==> config.mk <==
export PLATFORM = sky130hd
export DESIGN_NAME = oct_top
export DESIGN_NICKNAME = d
export VERILOG_FILES = /design/src/rtl/oct_pkg.sv /design/src/rtl/oct_stage.sv /design/src/rtl/oct_top.sv
export SDC_FILE = /design/constraint.sdc
export NUM_CORES = 2
export LEC_CHECK = 0
export CORE_UTILIZATION = 45
export CTS_BUF_LIST = sky130_fd_sc_hd__clkbuf_8
export CTS_CLUSTER_SIZE = 10
export DETAILED_ROUTE_END_ITERATION = 10
export DONT_BUFFER_PORTS = 1
export HOLD_SLACK_MARGIN = 0.05
export PLACE_DENSITY = 0.61
export SYNTH_ARGS = -nofsm -noshare
export SYNTH_HDL_FRONTEND = slang
export SYNTH_SLANG_ARGS = --single-unit
export TNS_END_PERCENT = 100
==> constraint.sdc <==
create_clock -name ref_clk -period 15.2 [get_ports ref_clk]
set_clock_uncertainty 0.2 [all_clocks]
set_input_delay 0.76 -clock ref_clk [delete_from_list [all_inputs] [get_ports ref_clk]]
set_output_delay 0.76 -clock ref_clk [all_outputs]
set_load 0.05 [all_outputs]
==> src/rtl/oct_pkg.sv <==
// package for the overcurrent stage timing block: register map, reset values,
// timing constants, stage states and shared arithmetic.
// assumes a single 250 MHz clock and 16-bit current magnitudes from the front end.
package oct_pkg;

  // =====================================================================
  // sizes
  localparam int N_STAGE = 6;
  localparam int CUR_W = 16;
  localparam int CNT_W = 20;
  localparam int ADDR_W = 8;
  localparam int DATA_W = 32;
  localparam int STAT_W = 14;
  localparam int TRIP_BIT_POS = 8;
  localparam int DIV_W = 18;

  // =====================================================================
  // register byte offsets
  localparam logic [ADDR_W-1:0] ADDR_THR_BASE = 8'h00;
  localparam logic [ADDR_W-1:0] ADDR_DLY_BASE = 8'h20;
  localparam logic [ADDR_W-1:0] ADDR_HOLD_P1 = 8'h40;
  localparam logic [ADDR_W-1:0] ADDR_HOLD_E1 = 8'h44;
  localparam logic [ADDR_W-1:0] ADDR_HOLD_E2 = 8'h48;
  localparam logic [ADDR_W-1:0] ADDR_MODE = 8'h50;
  localparam logic [ADDR_W-1:0] ADDR_STATUS = 8'h54;
  localparam logic [ADDR_W-1:0] ADDR_MASK = 8'h58;
  localparam logic [ADDR_W-1:0] ADDR_LIVE = 8'h5C;

  // =====================================================================
  // reset values
  localparam logic [CUR_W-1:0] THR_RESET = 16'hFFFF;
  localparam logic [CNT_W-1:0] DLY_RESET = 20'h00000;
  localparam logic [CNT_W-1:0] HOLD_RESET = 20'h00000;
  localparam logic [3:0] MODE_RESET = 4'h0;
  localparam logic [STAT_W-1:0] MASK_RESET = 14'h0000;

  // =====================================================================
  // timing: one tick per millisecond of a 250 MHz clock
  localparam int CLK_MHZ = 250;
  localparam int TICK_US = 1000;
  localparam int TICK_CYCLES = TICK_US * CLK_MHZ;

  // dropout level is 95 percent of threshold
  localparam logic [4:0] DROP_NUM = 5'h13;
  localparam logic [4:0] DROP_DEN = 5'h14;

  // =====================================================================
  // stage timer states
  typedef enum logic [2:0] {
    ST_IDLE = 3'b001,
    ST_TIME = 3'b010,
    ST_DROP = 3'b100
  } oct_state_e;

  // =====================================================================
  // shared arithmetic
  function automatic logic [CUR_W-1:0] oct_max3(input logic [CUR_W-1:0] a, input logic [CUR_W-1:0] b,
                                                input logic [CUR_W-1:0] c);
    logic [CUR_W-1:0] m;
    m = (a > b) ? a : b;
    return (c > m) ? c : m;
  endfunction

  function automatic logic oct_below_drop(input logic [CUR_W-1:0] cur, input logic [CUR_W-1:0] thr);
    logic [CUR_W+4:0] lhs;
    logic [CUR_W+4:0] rhs;
    lhs = {5'h00, cur} * {16'h0000, DROP_DEN};
    rhs = {5'h00, thr} * {16'h0000, DROP_NUM};
    return lhs < rhs;
  endfunction

  // inverse mode advances faster at higher multiples of threshold
  function automatic logic [CNT_W-1:0] oct_step(input logic [CUR_W-1:0] cur, input logic [CUR_W-1:0] thr,
                                                input logic inverse);
    logic [CUR_W+1:0] c;
    logic [CUR_W+1:0] t;
    c = {2'h0, cur};
    t = {2'h0, thr};
    if (!inverse || c < (t << 1)) begin
      return 20'h00001;
    end else if (c < (t << 2)) begin
      return 20'h00002;
    end else begin
      return 20'h00004;
    end
  endfunction

  function automatic logic [CNT_W-1:0] oct_sat_add(input logic [CNT_W-1:0] a, input logic [CNT_W-1:0] b);
    logic [CNT_W:0] s;
    s = {1'b0, a} + {1'b0, b};
    return s[CNT_W] ? {CNT_W{1'b1}} : s[CNT_W-1:0];
  endfunction

endpackage

==> src/rtl/oct_stage.sv <==
// one overcurrent stage: pickup, delay timer, blocking freeze, dropout hold, start and trip.
// assumes tick is a one-cycle enable and all inputs are synchronous to ref_clk.
`timescale 1ns/100ps
module oct_stage (
  // clock and reset
  input wire logic ref_clk,
  input wire logic reset,
  input wire logic tick,
  // measurement and settings
  input wire logic [oct_pkg::CUR_W-1:0] current,
  input wire logic [oct_pkg::CUR_W-1:0] threshold,
  input wire logic [oct_pkg::CNT_W-1:0] delay,
  input wire logic [oct_pkg::CNT_W-1:0] hold_time,
  input wire logic hold_en,
  input wire logic inverse,
  input wire logic block,
  // stage outputs
  output logic start,
  output logic trip
);
  import oct_pkg::*;

  typedef struct packed {
    oct_state_e st;
    logic [CNT_W-1:0] count;
    logic [CNT_W-1:0] hold;
    logic tripped;
    logic start;
    logic trip;
  } oct_stage_s;

  oct_stage_s s;
  oct_stage_s next_s;
  logic pickup;
  logic below;

  // =====================================================================
  // timer
  always_comb begin
    pickup = current > threshold;
    below = oct_below_drop(current, threshold);
    next_s = s;
    case (s.st)
      ST_IDLE: begin
        if (pickup) begin
          next_s.st = ST_TIME;
        end
      end
      ST_TIME: begin
        if (pickup) begin
          if (tick && !block) begin
            next_s.count = oct_sat_add(s.count, oct_step(current, threshold, inverse));
          end
        end else if (below) begin
          if (s.tripped || !hold_en || hold_time == HOLD_RESET) begin
            next_s.st = ST_IDLE;
            next_s.count = '0;
          end else begin
            next_s.st = ST_DROP;
            next_s.hold = '0;
          end
        end
      end
      ST_DROP: begin
        if (pickup) begin
          next_s.st = ST_TIME;
          next_s.hold = '0;
        end else if (!below) begin
          next_s.hold = '0;
        end else if (tick) begin
          if (s.hold + 20'h00001 >= hold_time) begin
            next_s.st = ST_IDLE;
            next_s.count = '0;
            next_s.hold = '0;
          end else begin
            next_s.hold = s.hold + 20'h00001;
          end
        end
      end
      default: begin
        next_s.st = ST_IDLE;
        next_s.count = '0;
        next_s.hold = '0;
      end
    endcase
    next_s.start = pickup;
    next_s.trip = pickup && !block && next_s.count >= delay;
    if (next_s.st == ST_IDLE) begin
      next_s.tripped = 1'b0;
    end else if (next_s.trip) begin
      next_s.tripped = 1'b1;
    end
  end

  always_ff @(posedge ref_clk or posedge reset) begin
    if (reset) begin
      s <= '{st: ST_IDLE, count: '0, hold: '0, tripped: 1'b0, start: 1'b0, trip: 1'b0};
    end else begin
      s <= next_s;
    end
  end

  assign start = s.start;
  assign trip = s.trip;

  // =====================================================================
  // checks
  AST_TRIP_CAUSE: assert property (@(posedge ref_clk) disable iff (reset)
    trip |-> $past(pickup) && !$past(block) && (s.count >= $past(delay)))
    else $error("trip without pickup, elapsed delay and free blocking");
  AST_BLOCK_FREEZE: assert property (@(posedge ref_clk) disable iff (reset)
    (s.st == ST_TIME && block && pickup) |=> s.count == $past(s.count))
    else $error("timer advanced while blocked");
  AST_RESUME_HELD: assert property (@(posedge ref_clk) disable iff (reset)
    (s.st == ST_TIME && $fell(block) && pickup) |=> s.count >= $past(s.count))
    else $error("timer restarted after blocking release");
  AST_START_PICKUP: assert property (@(posedge ref_clk) disable iff (reset)
    pickup |=> start)
    else $error("start missing one cycle after pickup");
  AST_TRIPPED_DROP: assert property (@(posedge ref_clk) disable iff (reset)
    (s.st == ST_TIME && s.tripped && below) |=> s.st == ST_IDLE && s.count == '0)
    else $error("tripped stage not cleared at once on dropout");
  AST_HOLD_BAND: assert property (@(posedge ref_clk) disable iff (reset)
    (s.st != ST_IDLE && !pickup && !below) |=> s.count == $past(s.count) && s.st != ST_IDLE)
    else $error("delay cleared above dropout level");
  AST_FIXED_STEP: assert property (@(posedge ref_clk) disable iff (reset)
    (!inverse && s.st == ST_TIME && pickup && tick && !block && s.count < 20'h0FFFF)
    |=> s.count == $past(s.count) + 20'h00001)
    else $error("fixed delay did not advance one per tick");
  COV_TRIP: cover property (@(posedge ref_clk) disable iff (reset) $rose(trip));
  COV_BLOCK_RESUME: cover property (@(posedge ref_clk) disable iff (reset)
    (s.st == ST_TIME && block) ##1 (s.st == ST_TIME && !block && pickup));
  COV_HOLD_DONE: cover property (@(posedge ref_clk) disable iff (reset)
    (s.st == ST_DROP) ##1 (s.st == ST_IDLE));

endmodule

==> src/rtl/oct_top.sv <==
// overcurrent stage timing: three phase and three earth stages behind a register port.
// assumes current magnitudes and blocking inputs are synchronous to ref_clk.
//
// Overview of operation
// - three phase and three earth stages, each with own threshold and delay
// - stages one and two select fixed or inverse delay
// - stage three is always fixed delay
// - earth settings stored apart from phase settings
// - trip needs current above threshold, elapsed delay, and no blocking
// - phase pickup is OR of phase A, B and C comparisons
// - earth stages use the same stage logic on earth current
// - blocking freezes a stage timer and keeps its count
// - after blocking release timing resumes from the held count
// - start asserts as soon as the stage timer begins running
// - overcurrent recognised well within 20 ms before timing
// - dropout hold on phase stage one and earth stages one and two
// - delay cleared only after current below 95 percent for hold time; stages without dropout hold clear it at once below 95 percent
// - a tripped stage clears its delay immediately on dropout
//
// Implementation choices: the address map and strobed register access.
`timescale 1ns/100ps
module oct_top #(
  parameter int TICK_CYCLES = oct_pkg::TICK_CYCLES
) (
  // clock and reset
  input wire logic ref_clk,
  input wire logic reset,
  // measured current magnitudes
  input wire logic [oct_pkg::CUR_W-1:0] phase_a_current,
  input wire logic [oct_pkg::CUR_W-1:0] phase_b_current,
  input wire logic [oct_pkg::CUR_W-1:0] phase_c_current,
  input wire logic [oct_pkg::CUR_W-1:0] earth_current,
  // blocking inputs, stages 0..2 phase, 3..5 earth
  input wire logic [oct_pkg::N_STAGE-1:0] stage_block,
  // register port
  input wire logic [oct_pkg::ADDR_W-1:0] reg_addr,
  input wire logic [oct_pkg::DATA_W-1:0] reg_wdata,
  input wire logic reg_write,
  input wire logic reg_read,
  output logic [oct_pkg::DATA_W-1:0] reg_rdata,
  // interrupt
  output logic irq,
  // stage outputs
  output logic [oct_pkg::N_STAGE-1:0] stage_start,
  output logic [oct_pkg::N_STAGE-1:0] stage_trip
);
  import oct_pkg::*;

  typedef struct packed {
    logic [N_STAGE-1:0][CUR_W-1:0] thr;
    logic [N_STAGE-1:0][CNT_W-1:0] dly;
    logic [2:0][CNT_W-1:0] hold;
    logic [3:0] mode;
    logic [STAT_W-1:0] status;
    logic [STAT_W-1:0] mask;
    logic [DIV_W-1:0] div;
    logic tick;
    logic [N_STAGE-1:0] start_q;
    logic [N_STAGE-1:0] trip_q;
    logic [DATA_W-1:0] rdata;
    logic irq;
  } oct_top_s;

  localparam logic [DIV_W-1:0] DIV_LAST = DIV_W'(TICK_CYCLES - 1);

  oct_top_s s;
  oct_top_s next_s;
  logic [N_STAGE-1:0] start_w;
  logic [N_STAGE-1:0] trip_w;
  logic [N_STAGE-1:0][CUR_W-1:0] stage_cur;
  logic [N_STAGE-1:0] inverse_sel;
  logic [N_STAGE-1:0] hold_sel;
  logic [N_STAGE-1:0][CNT_W-1:0] hold_val;
  logic [STAT_W-1:0] events;

  // =====================================================================
  // stage wiring
  always_comb begin
    stage_cur[0] = oct_max3(phase_a_current, phase_b_current, phase_c_current);
    stage_cur[1] = stage_cur[0];
    stage_cur[2] = stage_cur[0];
    stage_cur[3] = earth_current;
    stage_cur[4] = earth_current;
    stage_cur[5] = earth_current;
    inverse_sel = {1'b0, s.mode[3], s.mode[2], 1'b0, s.mode[1], s.mode[0]};
    hold_sel = 6'b011001;
    hold_val[0] = s.hold[0];
    hold_val[1] = HOLD_RESET;
    hold_val[2] = HOLD_RESET;
    hold_val[3] = s.hold[1];
    hold_val[4] = s.hold[2];
    hold_val[5] = HOLD_RESET;
  end

  for (genvar g = 0; g < N_STAGE; g++) begin : g_stage
    oct_stage u_stage (
      .ref_clk(ref_clk),
      .reset(reset),
      .tick(s.tick),
      .current(stage_cur[g]),
      .threshold(s.thr[g]),
      .delay(s.dly[g]),
      .hold_time(hold_val[g]),
      .hold_en(hold_sel[g]),
      .inverse(inverse_sel[g]),
      .block(stage_block[g]),
      .start(start_w[g]),
      .trip(trip_w[g])
    );
  end

  // =====================================================================
  // tick divider, registers, status and interrupt
  always_comb begin
    next_s = s;
    next_s.start_q = start_w;
    next_s.trip_q = trip_w;
    if (s.div == DIV_LAST) begin
      next_s.div = '0;
      next_s.tick = 1'b1;
    end else begin
      next_s.div = s.div + 18'h00001;
      next_s.tick = 1'b0;
    end
    events = '0;
    events[N_STAGE-1:0] = start_w & ~s.start_q;
    events[TRIP_BIT_POS +: N_STAGE] = trip_w & ~s.trip_q;
    if (reg_write) begin
      for (int i = 0; i < N_STAGE; i++) begin
        if (reg_addr == ADDR_THR_BASE + ADDR_W'(4 * i)) begin
          next_s.thr[i] = reg_wdata[CUR_W-1:0];
        end
        if (reg_addr == ADDR_DLY_BASE + ADDR_W'(4 * i)) begin
          next_s.dly[i] = reg_wdata[CNT_W-1:0];
        end
      end
      case (reg_addr)
        ADDR_HOLD_P1: begin
          next_s.hold[0] = reg_wdata[CNT_W-1:0];
        end
        ADDR_HOLD_E1: begin
          next_s.hold[1] = reg_wdata[CNT_W-1:0];
        end
        ADDR_HOLD_E2: begin
          next_s.hold[2] = reg_wdata[CNT_W-1:0];
        end
        ADDR_MODE: begin
          next_s.mode = reg_wdata[3:0];
        end
        ADDR_STATUS: begin
          next_s.status = s.status & ~reg_wdata[STAT_W-1:0];
        end
        ADDR_MASK: begin
          next_s.mask = reg_wdata[STAT_W-1:0];
        end
        default: begin
        end
      endcase
    end
    next_s.status = next_s.status | events;
    next_s.irq = |(next_s.status & next_s.mask);
    next_s.rdata = '0;
    if (reg_read) begin
      for (int i = 0; i < N_STAGE; i++) begin
        if (reg_addr == ADDR_THR_BASE + ADDR_W'(4 * i)) begin
          next_s.rdata = {16'h0000, s.thr[i]};
        end
        if (reg_addr == ADDR_DLY_BASE + ADDR_W'(4 * i)) begin
          next_s.rdata = {12'h000, s.dly[i]};
        end
      end
      case (reg_addr)
        ADDR_HOLD_P1: begin
          next_s.rdata = {12'h000, s.hold[0]};
        end
        ADDR_HOLD_E1: begin
          next_s.rdata = {12'h000, s.hold[1]};
        end
        ADDR_HOLD_E2: begin
          next_s.rdata = {12'h000, s.hold[2]};
        end
        ADDR_MODE: begin
          next_s.rdata = {28'h0000000, s.mode};
        end
        ADDR_STATUS: begin
          next_s.rdata = {18'h00000, s.status};
        end
        ADDR_MASK: begin
          next_s.rdata = {18'h00000, s.mask};
        end
        ADDR_LIVE: begin
          next_s.rdata = {18'h00000, s.trip_q, 2'h0, s.start_q};
        end
        default: begin
        end
      endcase
    end
  end

  always_ff @(posedge ref_clk or posedge reset) begin
    if (reset) begin
      s <= '{thr: {N_STAGE{THR_RESET}}, dly: {N_STAGE{DLY_RESET}}, hold: {3{HOLD_RESET}}, mode: MODE_RESET,
             status: '0, mask: MASK_RESET, div: '0, tick: 1'b0, start_q: '0, trip_q: '0, rdata: '0,
             irq: 1'b0};
    end else begin
      s <= next_s;
    end
  end

  assign reg_rdata = s.rdata;
  assign irq = s.irq;
  assign stage_start = start_w;
  assign stage_trip = trip_w;

  // =====================================================================
  // checks
  AST_THIRD_FIXED: assert property (@(posedge ref_clk) disable iff (reset)
    $changed(s.mode) |-> !inverse_sel[2] && !inverse_sel[5])
    else $error("third stage took an inverse delay");
  AST_TICK_SPACING: assert property (@(posedge ref_clk) disable iff (reset)
    s.tick |=> !s.tick)
    else $error("tick enable longer than one cycle");
  AST_START_EVENT: assert property (@(posedge ref_clk) disable iff (reset)
    $rose(stage_start[0]) |=> s.status[0] ##1 (s.status[0] || $past(reg_write)))
    else $error("start event not recorded in status");
  AST_EARTH_APART: assert property (@(posedge ref_clk) disable iff (reset)
    (reg_write && reg_addr == ADDR_THR_BASE) |=> s.thr[3] == $past(s.thr[3]))
    else $error("phase threshold write changed an earth threshold");
  AST_MASK_READ: assert property (@(posedge ref_clk) disable iff (reset)
    (reg_read && reg_addr == ADDR_MASK) |=> reg_rdata == {18'h00000, $past(s.mask)})
    else $error("mask read data wrong");
  AST_PHASE_OR: assert property (@(posedge ref_clk) disable iff (reset)
    (phase_a_current > s.thr[0] || phase_b_current > s.thr[0] || phase_c_current > s.thr[0])
    |=> stage_start[0])
    else $error("phase stage one missed a single phase above threshold");
  AST_EARTH_PICKUP: assert property (@(posedge ref_clk) disable iff (reset)
    (earth_current > s.thr[3]) |=> stage_start[3])
    else $error("earth stage one missed earth current above threshold");
  COV_IRQ: cover property (@(posedge ref_clk) disable iff (reset) $rose(irq));
  COV_EARTH_TRIP: cover property (@(posedge ref_clk) disable iff (reset) $rose(stage_trip[3]));

endmodule

# Word level (Yosys, flattened, before mapping)
# Index checks and enable logic that the tools add are counted.
dict set report op_classes {
  n_addsub 13
  mul 8
  n_lt_le_gt_ge 34
  n_eq_ne 73
  mux 163
  n_bitwise 17
  n_reduce_logical 68
}
# op n
set ops {}
lappend ops {{$mux W20} 77}
lappend ops {{$pmux W40 S3} 6}
lappend ops {{$mux W43} 12}
lappend ops {{$mux W32} 11}
lappend ops {{$mux W23} 12}
lappend ops {{$pmux W32 S7} 1}
lappend ops {{$ge A20 B20 Y1} 9}
lappend ops {{$gt A16 B16 Y1} 8}
lappend ops {{$add A20 B20 Y21} 6}
lappend ops {{$lt A21 B21 Y1} 6}
lappend ops {{$mul A16 B5 Y21 const B} 6}
lappend ops {{$add A20 B1 Y20 const B} 6}
lappend ops {{$mux W3} 25}
lappend ops {{$lt A16 B18 Y1} 4}
lappend ops {{$lt A16 B17 Y1} 4}
lappend ops {{$ge A20 B1 Y1 const B} 3}
lappend ops {{$logic_not A20 Y1} 3}
lappend ops {{$eq A8 B7 Y1 const B} 7}
lappend ops {{$pmux W3 S3} 6}
lappend ops {{$eq A8 B6 Y1 const B} 6}
lappend ops {{$mux W16} 3}
lappend ops {{$mul A16 B3 Y19 const B} 2}
lappend ops {{$reduce_and A2 Y1} 16}
lappend ops {{$and A14 B14 Y14} 2}
lappend ops {{31 further kinds} 135}
dict set report totals {
  regBits 645
  input_bits 114
  output_inout_bits 45
  elab_cells 433
}

# Longest topological paths before layout
dict set report depth {
  depth_word 19
  ltp_mapped 59
  ltp_nobuf 56
}

# Cells and area by module
# A second synthesis with hierarchy kept.
dict set report hier_totals {
  cells_unflattened 7280
  area_unflattened_um2 63703.6
}
# module n_inst cells_each area_each_um2 seq_area_each_um2
set modules_own_cells {}
lappend modules_own_cells {oct_top 1 1691 18476.5 9128.8}
lappend modules_own_cells {{oct_stage (g_stage[3].u_stage ...)} 2 934 7424.6 1152.4}
lappend modules_own_cells {{oct_stage (g_stage[5].u_stage)} 1 934 7790.0 1152.4}
lappend modules_own_cells {{oct_stage (g_stage[0].u_stage)} 1 924 7578.5 1152.4}
lappend modules_own_cells {{oct_stage (g_stage[2].u_stage)} 1 945 7543.5 1152.4}
lappend modules_own_cells {{oct_stage (g_stage[1].u_stage)} 1 918 7465.9 1152.4}

# Least setup slack after synthesis
# No wires, ideal clock.
dict set report synth_path {
  path_kind {input port to flip-flop}
  from {input port phase_b_current[14] (netlist bit)}
  to {register g_stage[0].u_stage.s[2] (netlist bit)}
  setup_time_ns 0.126
  arrival_time_ns 11.078
  t_required_ns 14.874
  path_slack_ns 3.796
  stages 57
  n_path_buf 4
  path_cell_list {inv_1 -> ha_1 -> nand4_2 -> or3_4 -> a21oi_4 -> nor3_4 -> nor2_2 -> buf_2 -> mux2i_1 -> ha_1 -> a211oi_1 -> o21ai_0 -> and3_1 -> a311oi_1 -> a21o_1 -> a211o_1 -> clkbuf_1 -> clkbuf_1 -> [... 21 more ...] -> a211o_1 -> nand3_2 -> a41oi_2 -> buf_2 -> a221oi_1 -> ha_1 -> nand2b_1 -> a21o_1 -> a21o_1 -> a21o_1 -> a21o_1 -> a21o_1 -> a21oi_1 -> nor2b_1 -> o2111ai_1 -> nand4b_1 -> a31oi_1 -> nor2_1}
}
dict set report synth_between {
  elab_chain_len 18
  word_cells_on_any_way 33
  classes_between {1 x add/sub; 1 x mul; 7 x order compare; 1 x eq/ne; 19 x mux; 4 x reduce/logical}
}
# item line_no
set synth_rtl {}
lappend synth_rtl {{start: declaration} oct_top.sv:30} ;# input wire logic [oct_pkg::CUR_W-1:0] phase_b_current,
lappend synth_rtl {{$gt A16 B16 Y1} oct_pkg.sv:60} ;# m = (a > b) ? a : b;
lappend synth_rtl {{$mux W16 *} oct_pkg.sv:60}
lappend synth_rtl {{$gt A16 B16 Y1} oct_pkg.sv:61} ;# return (c > m) ? c : m;
lappend synth_rtl {{$mux W16 *} oct_pkg.sv:61}
lappend synth_rtl {{parallel branches: the longest is 14 deep, another holds $lt A21 B21 Y1} -}
lappend synth_rtl {{end signal: assignment} oct_stage.sv:97} ;# s <= '{st: ST_IDLE, count: '0, hold: '0, tripped: 1'b0, start: 1'b0, trip: 1'b0};
lappend synth_rtl {{end signal: assignment} oct_stage.sv:99} ;# s <= next_s;
lappend synth_rtl {{end: declaration} oct_stage.sv:32} ;# oct_stage_s s;
# Every way passes the cells marked *. The select of a mux whose other input is x is not followed.
# A chain may end at the register's enable or synchronous reset.

# Final worst setup path
# Ends and elaborated chain as after synthesis.

==> impl_results.md <==
- Startpoint of the worst-slack reg-to-reg timing path: s[324]$_DFFE_PP1P_
- Number of nets with antenna violations after detailed routing: 0
- Maximum single-stage delay on the critical path: 710 ps
- Filler cell count in the final layout: 10,742
- Category of the most critical setup path: input port to register
- Switching share of total power: 40.1%
- Required @ worst endpoint: 15,590 ps
- Count of flip-flops with a built-in enable after synthesis: 0
- Type of the worst min-delay path: input port to register
- Most repeated library cell on the critical path: a21o_1
- Reg-to-Reg End: g_stage[3].u_stage.s[2]$_DFFE_PP0P_
- Count of cells along the worst register-to-register path: 41
- Finished Core Util: 49.2%
- Post CTS Setup Buffer Count: 0
- Actual slew at the worst max-slew pin: approximately 1300 ps
- Maximum number of buffers from clock root to sink: 3
- Xor-xnor portion of the synthesized cell area: 3.33%
- Global-route wire length before repair: 245,000 um
- Layout overhead on the synthesized area: 8.13%
- DRC viols: 0
- Pin count of the biggest net entering global routing: around 160
- Clock tree from TritonCTS: done
- Tightest slew margin relative to the limit: 10.2%
- Core Box Area: 0.113 mm^2
- Full die area: 0.115 mm^2
- Multiplexer share of the synthesized area: 7.23%
- Power per cell area: 104 mW/mm^2
- Portion of the post-synthesis area used by sequential elements: 28.1%
- Number of placement rows: 123
- Clock tree root buffer cell: clkbuf_8
- WL final: 161,000 um
- Data arrival time at the worst-slack endpoint: 13,250 ps
- Number of standard cells after synthesis: 5,611
- Number of buffers added by the clock tree synthesis step: 99
- Number of DRC violations after detailed-routing iteration 0: 3,294
- Met3 wire length: 12,500 um
- Via count: around 42,000
- Routed wirelength normalized by instance count: 22.3 um
- Skew-Pair Late Insertion Delay: approximately 750 ps
- Post-synthesis adder-cell area fraction: 22.9%
- Prevailing post-synth register cell: dfrtp_1
- Placer congestion estimate: 0.951
- Critical Path End Type: register
- Start point of the critical path: phase_b_current[14]
- Total Neg Setup Slack: 0 ps
- Top routing layer in use: met5
- Maximum level of the CTS H-tree: 3
- Share of flip-flops with an asynchronous set or reset: between 90% and 100%
- Max Cap Violations: 0
- Vias per cell: 5.86
- Number of resized instances in the post-cts repair step: 0
- Combinational share of power: about two fifths
- Design internal power: roughly 3.4 mW
- Count of TritonRoute iterations in the first routing pass: 8
- Final Setup Violations: 0
- Total global routing overflow: 0
- Post-CTS Hold Fix Bufs: 31
- Leak: 26.8 nW
- Worst setup path end: g_stage[0].u_stage.s[2]$_DFFE_PP0P_
- Final setup slack of the worst path: around 2300 ps
- Synthesized flop and latch total: 570
- Combinational family with the most area after synthesis: adder cells
- Starting density of the core: 45.5%
- I/O Buffers: 0
- Number of antenna violations at the first check in global routing: 7
- Library cell contributing the largest single delay on the critical path: nor2_2
- Worst IR drop on VDD: 0.130 mV
- Clock sinks: 570
- Overall fraction of global-route tracks in use: 27.5%
- Die outline height: 339 um
- Highest clock frequency the design can meet: 77.8 MHz
- Time the final worst path needs with I/O delays and setup: 12,860 ps
- Dpl hpwl: roughly 120,000 um
- Unrepaired setup endpoints after global routing: false
- Result of the run: finished clean
- Die width: 339 um
- Yosys Warn Count: 0
- Met1 routed wirelength after detailed routing: 70,600 um
- Final number of hold-violating endpoints: 0
- Ratio of final minimum period to clock period: 84.6%
- Pins Over Slew Limit: 0
- Yosys cell types: between 100 and 150
- CP max FO: 30
- Share of post-route cells with drive strength above 1: 12.3%
- Clock slew at the register clock pins of the worst setup and hold paths: 60 ps
- Share of total power in sequential cells: 31.8%
- Clock power frac: around 28%
- Synthesized-area fraction occupied by and/or/nand/nor cells: roughly an eighth
- Reg2Reg Setup Slack: 5830 ps
- Netlist Area Pre-Place: 0.0512 mm^2
- Mapped Avg Cell Area: 9.13 um^2
- Total net switching power: 2.30 mW
- # nets final: 6,630
- Kind of start point of the critical path: input port
- Post-synthesis compound-gate area fraction: 18.1%
- Met2 wire length: between 70,000 and 80,000 um
- I/O pin cnt: 159
- Number of global-route vias before repair: 40,863
- Worst slack after detailed placement: 1630 ps
-- flip-flops by register name (all words and copies together) (netlist names) --
| signal | cells |
|---|---|
| s | 275 |
| g_stage.u_stage.s | 198 |
| hold_val | 60 |
| reg_rdata | 20 |
| g_stage.u_stage.start | 6 |
| g_stage.u_stage.trip | 6 |
| inverse_sel | 4 |
| irq | 1 |
-- metrics by stage --
step	hold WS (ps)	instance area (um^2)	power (mW)	instances
floorplan	175	51300	3.44	5622
global placement	275	52700	4.06	6991
detailed placement	275	52700	4.11	6991
CTS	70.2	55400	5.76	7203
global route	83.3	55400	6.14	7205
finish	141	55400	5.75	7209
-- cells in the mapped netlist, types with 17 or more instances --
cell      number  share of area (%)
ha_1         815                 20
inv_1        705                5.2
dfrtp_1      468                 23
nand2_1      345                2.5
a21oi_1      309                3.0
mux2_2       299                6.6
nor2_1       275                2.0
o21ai_0      232                2.3
a21o_1       230                3.4
nand3_1      163                1.6
clkbuf_1     126               0.92
xnor2_1      119                2.0
dfstp_2      102                5.2
nor3_1        88               0.86
nand4_1       82                1.0
nand2b_1      79               0.96
fa_1          78                3.0
xor2_1        76                1.3
o21a_1        73                1.1
nor2b_1       69               0.84
a31oi_1       62               0.76
and3_1        62               0.76
a221oi_1      57               0.97
buf_4         46               0.67
a22oi_1       40               0.59
or3_1         39               0.48
mux2i_1       34               0.66
nor4_1        33               0.40
a22o_1        28               0.48
o211ai_1      27               0.40
o221ai_1      27               0.46
a211oi_1      26               0.38
or2_2         23               0.28
a211o_1       21               0.36
a21boi_0      19               0.28
o22ai_1       18               0.22
o22a_1        17               0.29
-- cells in the final DEF (no fill, tap or decap), types with 57 or more instances in the layout --
cell      instances
ha_1            815
inv_1           729
dfrtp_1         468
nand2_1         345
a21oi_1         309
mux2_2          299
nor2_1          274
o21ai_0         231
a21o_1          230
nand3_1         163
clkbuf_8        125
xnor2_1         119
dfstp_2         102
nor3_1           87
nand4_1          82
nand2b_1         79
fa_1             78
xor2_1           76
o21a_1           73
nor2b_1          69
and3_1           62
a31oi_1          62
buf_4            62
a221oi_1         57
-- worst min path at each step --
stage	start	to	slack, ps	cells after the start
after detailed placement	s[52]$_DFF_PP0_	s[52]$_DFF_PP0_	280	1
final	reg_read	reg_rdata[11]$_DFF_PP0_	140	2
after floorplan	g_stage[0].u_stage.trip$_DFF_PP0_	s[33]$_DFF_PP0_	170	0
after global routing	reg_read	reg_rdata[11]$_DFF_PP0_	80	2
after global placement	s[59]$_DFF_PP0_	s[59]$_DFF_PP0_	280	1
after CTS	reg_read	reg_rdata[11]$_DFF_PP0_	70	2
-- cells by family (layout without fill, tap and decap cells) --
logic type | count (synthesis) | in the layout
AOI/OAI and AO/OA | 1363 | 1363
xor gates and xnor gates | 195 | 195
adders and majority gates | 893 | 893
buffers and inverters | 902 | 983
DFF | 570 | 570
muxes | 333 | 333
other | 1 | 18
and+or+nand+nor | 1354 | 1354
-- worst max-delay path, delay by kind of cell --
family                     cells  cell delay, ps
AOI/OAI and AO/OA             31            6800
and+or+nand+nor               11            2720
adders and majority gates      7            2170
muxes                          1             350
buffers and inverters          4             280
xor gates and xnor gates       1             170
-- power groups by stage --
stage / combinational [mW] / clock [mW] / sequential (mW)
final: 2.33 / 1.60 / 1.83
after floorplan: 1.70 / 0 / 1.75
after global placement: 2.22 / 0 / 1.84
after CTS: 2.32 / 1.62 / 1.82
after global routing: 2.61 / 1.69 / 1.84
after detailed placement: 2.27 / 0 / 1.85
-- area by class of cell --
| cell class | instances | area (um^2) | share of cell area (%) |
|---|---|---|---|
| Multi-Input combinational cell | 4150 | 33300 | 60.1 |
| Sequential cell | 570 | 14400 | 26.0 |
| Inverter | 708 | 2660 | 4.80 |
| Tap cell | 1500 | 1880 | 3.39 |
| Clock buffer | 125 | 1720 | 3.10 |
| Timing Repair Buffer | 94 | 916 | 1.65 |
| Clock inverter | 56 | 512 | 0.924 |
| Antenna cell | 6 | 15.0 | 0.0271 |
-- per-layer routing --
layer	vias up	track usage, %
li1	20130	-
met1	20483	36.9
met2	1385	43.2
met3	278	6.08
met4	2	10.1
met5	-	0
(Power assumes the default switching activity.)
